$ cat src/hw/mprs_pkg.sv
// Package: states and timing constants of the module power/restart sequencer.
// Assumes a 100 MHz system clock; long counts are overridden at the top level.
package mprs_pkg;

  localparam int unsigned CLK_HZ        = 100_000_000;
  localparam int unsigned ON_PULSE_MS   = 1000;
  localparam int unsigned OFF_PULSE_MS  = 3000;
  localparam int unsigned RST_PULSE_MS  = 200;
  localparam int unsigned GUARD_MS      = 200;
  localparam int unsigned DETACH_MS     = 10;
  localparam int unsigned MS_CYCLES     = CLK_HZ / 1000;

  localparam int unsigned ON_CYCLES     = ON_PULSE_MS * MS_CYCLES;
  localparam int unsigned OFF_CYCLES    = OFF_PULSE_MS * MS_CYCLES;
  localparam int unsigned RST_CYCLES    = RST_PULSE_MS * MS_CYCLES;
  localparam int unsigned GUARD_CYCLES  = GUARD_MS * MS_CYCLES;
  localparam int unsigned DETACH_CYCLES = DETACH_MS * MS_CYCLES;

  localparam int unsigned CNT_W         = 32;

  typedef enum logic [2:0] {
    MPRS_OFF     = 3'b000,
    MPRS_BOOT    = 3'b001,
    MPRS_ON      = 3'b010,
    MPRS_DETACH  = 3'b011,
    MPRS_RESTART = 3'b100
  } mprs_state_t;

endpackage : mprs_pkg

$ cat src/hw/mprs_low_timer.sv
// Low-pulse timer: counts cycles a synchronised active-low line stays low.
// Assumes line_low is already synchronised to clk.
`timescale 1ns/100ps
module mprs_low_timer #(
  parameter int unsigned CNT_W = 32
) (
  input  wire logic             clk,
  input  wire logic             rst_n,
  input  wire logic             line_low,
  input  wire logic [CNT_W-1:0] limit,
  output logic                  reached,
  output logic                  released_long
);

  logic [CNT_W-1:0] cnt_q;
  logic             hit_q;
  logic [CNT_W-1:0] cnt_d;
  logic             hit_d;
  logic             cnt_top;

  // Saturate so a held line never wraps into a false short pulse
  assign cnt_top       = (cnt_q == {CNT_W{1'b1}});
  assign cnt_d         = !line_low ? '0 : (cnt_top ? cnt_q : cnt_q + 1'b1);
  assign hit_d         = line_low & (hit_q | (cnt_d >= limit));
  assign reached       = hit_q;
  assign released_long = hit_q & !line_low;

  always_ff @(posedge clk or negedge rst_n)
  begin
    if (!rst_n)
    begin
      cnt_q <= '0;
      hit_q <= 1'b0;
    end
    else
    begin
      cnt_q <= cnt_d;
      hit_q <= hit_d;
    end
  end

endmodule : mprs_low_timer

$ cat src/hw/mprs_sequencer.sv
// Module power/restart sequencer: toggle and restart pins, power-good, detach, flow control.
// Assumes open-drain pins pulled up externally to this logic; pins are asynchronous.
//
// Contract
// - Turn-off issues network detach request first
// - Power-good stays high while powered on
// - Power-good low once powered off
// - Module drives CTS, host drives RTS
// - Two UARTs; main has two flow signals
`timescale 1ns/100ps
module mprs_sequencer #(
  parameter int unsigned ON_CYCLES     = mprs_pkg::ON_CYCLES,
  parameter int unsigned OFF_CYCLES    = mprs_pkg::OFF_CYCLES,
  parameter int unsigned RST_CYCLES    = mprs_pkg::RST_CYCLES,
  parameter int unsigned GUARD_CYCLES  = mprs_pkg::GUARD_CYCLES,
  parameter int unsigned DETACH_CYCLES = mprs_pkg::DETACH_CYCLES
) (
  input  wire logic clk,
  input  wire logic rst_n,
  input  wire logic power_toggle_n,
  input  wire logic restart_n,
  input  wire logic detach_done,
  input  wire logic core_rx_ready,
  input  wire logic main_port_request_to_send_in,
  output logic      power_good_indicator,
  output logic      detach_request,
  output logic      core_enable,
  output logic      serial_ready,
  output logic      main_port_clear_to_send_out,
  output logic      core_may_send
);

  localparam int unsigned CW = mprs_pkg::CNT_W;

  ////////////////////////////////////////////////////////////////////////////
  // Pin synchronisers (first stage read only by the second)
  // Reset to the pulled-up idle level, so leaving reset is no false press
  logic [1:0] tog_sync_q;
  logic [1:0] rst_sync_q;
  logic [1:0] rts_sync_q;

  always_ff @(posedge clk or negedge rst_n)
  begin
    if (!rst_n)
    begin
      tog_sync_q <= 2'h3;
      rst_sync_q <= 2'h3;
      rts_sync_q <= 2'h3;
    end
    else
    begin
      tog_sync_q <= {tog_sync_q[0], power_toggle_n};
      rst_sync_q <= {rst_sync_q[0], restart_n};
      rts_sync_q <= {rts_sync_q[0], main_port_request_to_send_in};
    end
  end

  wire tog_low = !tog_sync_q[1];
  wire rst_low = !rst_sync_q[1];
  wire rts_n   = rts_sync_q[1];

  ////////////////////////////////////////////////////////////////////////////
  // Pulse timers
  mprs_pkg::mprs_state_t state_q;
  mprs_pkg::mprs_state_t state_d;
  logic [CW-1:0]         tog_limit;
  logic                  tog_done;
  logic                  rst_hit;

  // Off needs a one second pulse to start, on needs three to stop
  assign tog_limit = (state_q == mprs_pkg::MPRS_OFF) ? CW'(ON_CYCLES) : CW'(OFF_CYCLES);

  mprs_low_timer #(.CNT_W(CW)) u_tog_timer (
    .clk           (clk),
    .rst_n         (rst_n),
    .line_low      (tog_low),
    .limit         (tog_limit),
    .reached       (),
    .released_long (tog_done)
  );

  // Restart acts on reaching the count, so its release strobe is left open
  mprs_low_timer #(.CNT_W(CW)) u_rst_timer (
    .clk           (clk),
    .rst_n         (rst_n),
    .line_low      (rst_low),
    .limit         (CW'(RST_CYCLES)),
    .reached       (rst_hit),
    .released_long ()
  );

  ////////////////////////////////////////////////////////////////////////////
  // Sequencer
  // One countdown serves both guard and detach windows; zero means idle
  logic [CW-1:0] tmr_q;
  logic [CW-1:0] tmr_d;
  wire           tmr_zero = (tmr_q == '0);

  always_comb
  begin
    state_d = state_q;
    tmr_d   = tmr_zero ? tmr_q : tmr_q - 1'b1;
    unique case (state_q)
      mprs_pkg::MPRS_OFF:
      begin
        if (tog_done)
        begin
          state_d = mprs_pkg::MPRS_BOOT;
          tmr_d   = CW'(GUARD_CYCLES);
        end
      end
      mprs_pkg::MPRS_BOOT:
      begin
        if (tmr_zero)
          state_d = mprs_pkg::MPRS_ON;
        else if (tog_done)
        begin
          state_d = mprs_pkg::MPRS_DETACH;
          tmr_d   = CW'(DETACH_CYCLES);
        end
      end
      mprs_pkg::MPRS_ON:
      begin
        if (tog_done)
        begin
          state_d = mprs_pkg::MPRS_DETACH;
          tmr_d   = CW'(DETACH_CYCLES);
        end
      end
      mprs_pkg::MPRS_DETACH:
      begin
        // Detach is bounded so a silent network cannot block power-off
        if (detach_done || tmr_zero)
          state_d = mprs_pkg::MPRS_OFF;
      end
      mprs_pkg::MPRS_RESTART:
      begin
        // A held restart keeps the module dark; power returns on release
        if (!rst_low)
        begin
          state_d = mprs_pkg::MPRS_BOOT;
          tmr_d   = CW'(GUARD_CYCLES);
        end
      end
      default:
        state_d = mprs_pkg::MPRS_OFF;
    endcase
    // Restart overrides everything outside OFF and RESTART and skips the detach
    if (rst_hit && state_q != mprs_pkg::MPRS_OFF && state_q != mprs_pkg::MPRS_RESTART)
      state_d = mprs_pkg::MPRS_RESTART;
  end

  always_ff @(posedge clk or negedge rst_n)
  begin
    if (!rst_n)
    begin
      state_q <= mprs_pkg::MPRS_OFF;
      tmr_q   <= '0;
    end
    else
    begin
      state_q <= state_d;
      tmr_q   <= tmr_d;
    end
  end

  ////////////////////////////////////////////////////////////////////////////
  // Outputs
  // Level outputs except core_may_send leave flops, so pins never glitch while the state settles
  logic pg_q;
  logic det_q;
  logic cts_q;
  logic en_q;
  logic rdy_q;

  wire pg_d  = (state_d != mprs_pkg::MPRS_OFF) && (state_d != mprs_pkg::MPRS_RESTART);
  wire rdy_d = (state_d == mprs_pkg::MPRS_ON);
  // Request stands for the whole detach window, timeout included
  wire det_d = (state_d == mprs_pkg::MPRS_DETACH);
  // CTS active low: asserted only when powered, past guard, and core can take data
  wire cts_d = !(rdy_d && core_rx_ready);

  always_ff @(posedge clk or negedge rst_n)
  begin
    if (!rst_n)
    begin
      pg_q  <= 1'b0;
      det_q <= 1'b0;
      cts_q <= 1'b1;
      en_q  <= 1'b0;
      rdy_q <= 1'b0;
    end
    else
    begin
      pg_q  <= pg_d;
      det_q <= det_d;
      cts_q <= cts_d;
      en_q  <= pg_d;
      rdy_q <= rdy_d;
    end
  end

  assign power_good_indicator        = pg_q;
  assign detach_request              = det_q;
  assign core_enable                 = en_q;
  assign serial_ready                = rdy_q;
  assign main_port_clear_to_send_out = cts_q;
  // Open RTS floats high, so the core sees no permission and uses software flow
  assign core_may_send               = rdy_q && !rts_n;

endmodule : mprs_sequencer

$ cat config.mk
export PLATFORM = sky130hd
export DESIGN_NAME = mprs_sequencer
export DESIGN_NICKNAME = d
export VERILOG_FILES = /design/src/hw/mprs_pkg.sv /design/src/hw/mprs_low_timer.sv /design/src/hw/mprs_sequencer.sv
export SDC_FILE = /design/constraint.sdc
export NUM_CORES = 1
export LEC_CHECK = 0
export BUFFER_PORTS_ARGS = -buffer_cell sky130_fd_sc_hd__buf_4
export CELL_PAD_IN_SITES_DETAIL_PLACEMENT = 0
export CELL_PAD_IN_SITES_GLOBAL_PLACEMENT = 1
export CORE_ASPECT_RATIO = 1.2
export CORE_UTILIZATION = 29
export CTS_BUF_LIST = sky130_fd_sc_hd__clkbuf_8
export DETAILED_ROUTE_END_ITERATION = 16
export PLACE_DENSITY_LB_ADDON = 0.1
export SETUP_SLACK_MARGIN = 0.15
export SLEW_MARGIN = 15
export SYNTH_ARGS = -nofsm -noshare
export SYNTH_HDL_FRONTEND = slang
export SYNTH_HIERARCHICAL = 1
export SYNTH_SLANG_ARGS = --single-unit
$ cat constraint.sdc
create_clock -name clk -period 3.8 [get_ports clk]
set_clock_uncertainty 0.1 [all_clocks]
set_input_delay 0.19 -clock clk [delete_from_list [all_inputs] [get_ports clk]]
set_output_delay 0.19 -clock clk [all_outputs]
set_load 0.02 [all_outputs]
# [After elaboration in Yosys (flattened, before gate mapping)]
# Cells that the tools add are included.
[word_totals] ff_bits=111 latch_bits=0 ramBits=0 rom_bits=0 output_inout_bits=6 wordCells=65 mem_count=0
[classes] addsub=3 multipliers=0 div_mod_pow=0 n_lt_le_gt_ge=2 n_eq_ne=10 n_shift=0 muxes=18 bitwise=5 n_reduce_logical=14
[ops] op="32-bit 2-to-1 mux" n=9
[ops] op="32-bit case mux with 4 select lines" n=1
[ops] op="32-bit by 1-bit adder with 32-bit output, second input constant" n=2
[ops] op="32-bit equality test, second input constant" n=2
[ops] op="32-bit by 25-bit >= comparator with 1-bit output, second input constant" n=1
[ops] op="32-bit by 29-bit >= comparator with 1-bit output" n=1
[ops] op="32-bit logical NOT" n=1
[ops] op="32-bit by 1-bit subtractor with 32-bit output, second input constant" n=1
[ops] op="29-bit 2-to-1 mux" n=1
[ops] op="3-bit 2-to-1 mux" n=6
[ops] op="3-bit case mux with 5 select lines" n=1
[ops] op="3-bit by 2-bit equality test with 1-bit output, second input constant" n=4
[ops] op="3-bit != test, second input constant" n=2
[ops] op="3-bit nonzero test" n=2
[ops] op="1-bit logical AND" n=5
[ops] op="1-bit logical NOT" n=4
[ops] op="1-bit bitwise AND" n=3
[ops] op="3-bit by 1-bit equality test with 1-bit output, second input constant" n=1
[ops] op="3-bit equality test, second input constant" n=1
[ops] op="3-bit logical NOT" n=1
[ops] op="1-bit bitwise OR" n=2
[ops] op="1-bit logical OR" n=1

# [Depth between registers and ports, before layout]
[depth] word_depth=8 depth_mapped=14 ltp_nobuf=12

# [Modules after synthesis]
# The synthesis kept the hierarchy.
[by_module_without_submodules] module="mprs_low_timer at u_rst_timer" n_inst=1 cells_each=314 area_per_inst_um2=2730.1 seq_area_each_um2=825.8
[by_module_without_submodules] module="mprs_low_timer at u_tog_timer" n_inst=1 cells_each=309 area_per_inst_um2=2633.8 seq_area_each_um2=825.8
[by_module_without_submodules] module="mprs_sequencer" n_inst=1 cells_each=243 area_per_inst_um2=2432.3 seq_area_each_um2=1134.8

# [Worst setup path after synthesis]
# No wires, ideal clock.
[synth_timing] path_type="register -> register" startpoint="register u_rst_timer.cnt_q[0]" endpoint="register u_rst_timer.hit_q (netlist: u_rst_timer/reached)" setup_ns=0.064 arrival_ns=3.010 slack_ns=0.625 stages_incl_launch_ff=14 n_path_buf=2 period_less_slack_ns=3.175 path_cell_list="dfrtp_1 ha_1 nand4_1 and4b_1 buf_4 buf_12 or4b_1 a21oi_1 ha_1 and4_1 nand2_1 or4_1 a31oi_1 a21o_1"
[synth_between] elab_chain_cells=6 elab_cells_between_ends=7 cone_classes="add/sub: 1; order compare: 1; eq/ne: 1; mux: 2; bitwise: 2"
[synth_rtl] element="from (decl)" line_no="mprs_low_timer.sv:15" rtl="logic [CNT_W-1:0] cnt_q;"
[synth_rtl] element="from (signal assigned)" line_no="mprs_low_timer.sv:37" rtl="cnt_q <= cnt_d;"
[synth_rtl] element="32-bit by 1-bit adder with 32-bit output / 32-bit equality test (equally long branches)" line_no="mprs_low_timer.sv:23, mprs_low_timer.sv:22"
[synth_rtl] element="32-bit 2-to-1 mux * (2 in a row)" line_no="mprs_low_timer.sv:23" rtl="assign cnt_d = !line_low ? '0 : (cnt_top ? cnt_q : cnt_q + 1'b1);"
[synth_rtl] element="named net u_rst_timer.cnt_d[13]" line_no="mprs_low_timer.sv:17" rtl="logic [CNT_W-1:0] cnt_d;"
[synth_rtl] element="32-bit by 25-bit >= comparator with 1-bit output *" line_no="mprs_low_timer.sv:24" rtl="assign hit_d = line_low & (hit_q | (cnt_d >= limit));"
[synth_rtl] element="1-bit bitwise OR *" line_no="mprs_low_timer.sv:24"
[synth_rtl] element="1-bit bitwise AND *" line_no="mprs_low_timer.sv:24"
[synth_rtl] element="named net u_rst_timer.hit_d" line_no="mprs_low_timer.sv:18" rtl="logic hit_d;"
[synth_rtl] element="to (signal assigned)" line_no="mprs_low_timer.sv:38" rtl="hit_q <= hit_d;"
[synth_rtl] element="to (decl)" line_no="mprs_low_timer.sv:16" rtl="logic hit_q;"
# Mark *: on every way through the listed nets, which the timed path passes. The rest lies on a longest branch.

# [Worst setup path in the final report]
[layout_timing] startpoint="register u_rst_timer.cnt_q[4]" endpoint="register u_rst_timer.hit_q (netlist: u_rst_timer/reached)"
# Same word-level chain as after synthesis.

==> summary.md <==
| Metric | Value |
|---|---|
| Status | complete, no violations |
| Dpl ws | 0.109 ns |
| Switching share of power | 0.269 |
| Diodes inserted | 0 |
| Gr usage total | 0.159 |
| Switching power | 574 uW |
| Row count | 65 |
| Fin Setup TNS | 0 ns |
| Total gr overflow | 0 |
| Largest net degree at the start of global routing | 60 |
| Post-Syn Instances | 865 |
| Register clock-pin slew on the reported worst setup and hold paths | 0.12 ns |
| Worst-margin pin slew | 0.854 ns |
| Placer Congestion | 0.724 |
| Die area | 27500 sq um |
| Drt total wl | 20.0 mm |
| DRC | 0 |
| Clock share of power | 0.370 |
| Fmax | 286 MHz |
| Max Slew Vio Count | 0 |
| Hold WC Path Type | primary input to register |
| Crit share post-route | 0.919 |
| PwrDens | 242 nW/um^2 |
| Crit path max fanout | 10 |
| Int Power | 1560 uW |
| Top Ports | 13 |
| Comb pwr share | 0.067 |
| Setup crit end kind | register |
| Fin nets | a little over 1k |
| Drt pass-1 iters | 4 |
| Reg2reg setup slack | 0.31 ns |
| Area Overhead vs Synth | 13.1% |
| Latest clock arrival within the worst-skew pair | 0.41 ns |
| Vias in the first global route | 6516 |
| Port Buffer Count | 12 |
| Iter 0 DRT Violations | 253 |
| CTS Buf Count | 9 |
| Setup ws final | slightly above 0.3 ns |
| Pleak | 0.00395 uW |
| Synth warnings | 6 |
| Maximum vdd drop | 0.000112 V |
| Min Tclk post-route | 3.49 ns |
| Post-DP HPWL | 14.8 mm |
| WL per Instance | 15.6 um |
| Worst endpoint required time | slightly above 4 ns |
| Final count of negative-setup-slack endpoints | 0 |
| Slew margin rel. | 0.425 |
| Antenna Nets Post-Route | 0 |
| Critical path type | register to register |
| Die X | about 150 um |
| First-pass GRT wire length | 34.1 mm |
| Die Ht | 182 um |
| Final Util | 0.334 |
| Max Cap Viol | 0 |
| Initial antenna violation count | 0 |
| Share of cells above drive strength 1 | 0.114 |
| WHS | roughly 0.046 ns |
| RSZ-0062 raised after global routing | true |
| Core area | 26400 sq um |
| Crit path DAT | 3.75 ns |
| CTS root buffer | clkbuf_8 |
| CTS tree | yes |
| Sink Count | 111 |
| Flop pwr share | 0.563 |
| Via count | 6426 |
| Final hold vios | 0 |
| Initial Util | 0.296 |
| Worst setup SP type | register |
| Avg Synthesized Cell Area | 9.01 sq um |
| Mapped Area | approximately 7800 sq um |
| Clock Tree Buf Depth | 2 |
| Routed vias/inst | between 5 and 6 |
| CTS H-tree depth | 3 |
[per-layer routing]
| layer | GRT usage | part of all wire | vias to the layer above |
|---|---|---|---|
| li1 | - | - | 3324 |
| met2 | 0.276 | 0.50 | 50 |
| met4 | 0.0503 | 0.017 | 0 |
| met1 | 0.202 | 0.46 | 3030 |
| met3 | 0.0193 | 0.017 | 22 |
| met5 | 0 | 0 | - |
[registers in the layout, indices dropped and copies added, names as in the netlist]
signal and flops:
rst_sync_q 2, tmr_q 32, core_enable 1, main_port_clear_to_send_out 1, tog_sync_q 2, u_rst_timer/cnt_q 32, state_q 3, rts_sync_q 2
detach_request 1, u_tog_timer/cnt_q 32, serial_ready 1, u_rst_timer/reached 1, u_tog_timer/reached 1
[critical path: stages (launching register included)]
cell and delay, ns:
dfrtp_1 0.44, and4_1 0.22, nand4_1 0.11, and4b_1 0.23, buf_4 0.18, or4b_1 0.52
a21oi_2 0.21, ha_1 0.16, and4_2 0.26, nand2_1 0.07, or4_1 0.58, a31oi_4 0.25
a21o_1 0.11
[timing repair]
item                                   in CTS  in global routing
cloned                                      0                  0
buffers inserted                            0                  5
setup endpoints to repair                   1                  2
hold buffers                                4                  0
pin swaps                                   0                  5
resized for setup                           2                 12
endpoints found under the hold margin      49                  0
[cell type report]
class	count	area, sq um
inverters	82	308
clock inverters	7	80.1
fillers	2783	17500
clock buffers	9	124
flip-flops and latches	111	2790
multi-input cells	699	4760
repair buffers	41	330
well taps	335	419
[worst paths after layout]
path / from / endpoint / depth (start not counted)
setup / recovery: u_rst_timer/cnt_q[4] / u_rst_timer/reached / 12
hold / removal: core_rx_ready / main_port_clear_to_send_out / 3
setup reg to reg: u_rst_timer/cnt_q[4] / u_rst_timer/reached / 12
hold reg to reg: rts_sync_q[0] / rts_sync_q[1] / 0
max in group asynchronous: rst_n / main_port_clear_to_send_out / 3
min in group asynchronous: rst_n / u_tog_timer/cnt_q[4] / 2
[power by group through the flow]
stage / combinational, uW / sequential (uW) / clock [uW]
floorplan: 79.9 / 1220 / 0
global placement: 141 / 1220 / 0
detailed placement: 139 / 1220 / 0
CTS: 143 / 1200 / 850
global route: 172 / 1200 / 892
finish: 143 / 1200 / 788
[through the flow]
step,std cells,instance area (sq um),total power (uW)
after floorplan,921,8000,1300
after global placement,1259,8480,1360
after detailed placement,1259,8480,1360
after CTS,1279,8730,2190
after global routing,1284,8810,2270
final,1284,8810,2130
[placed cells by master, fill, tap and decap left out, types with 26 or more instances in the layout]
cell type	instances
a21oi_1	76
buf_4	36
conb_1	58
dfrtp_1	102
ha_1	67
inv_1	81
nand2_1	69
nand3_1	35
nand4_1	33
nor2_1	38
o21ai_0	33
or3_1	30
or4_1	26
Note: power is estimated with default switching activity, not from simulation.
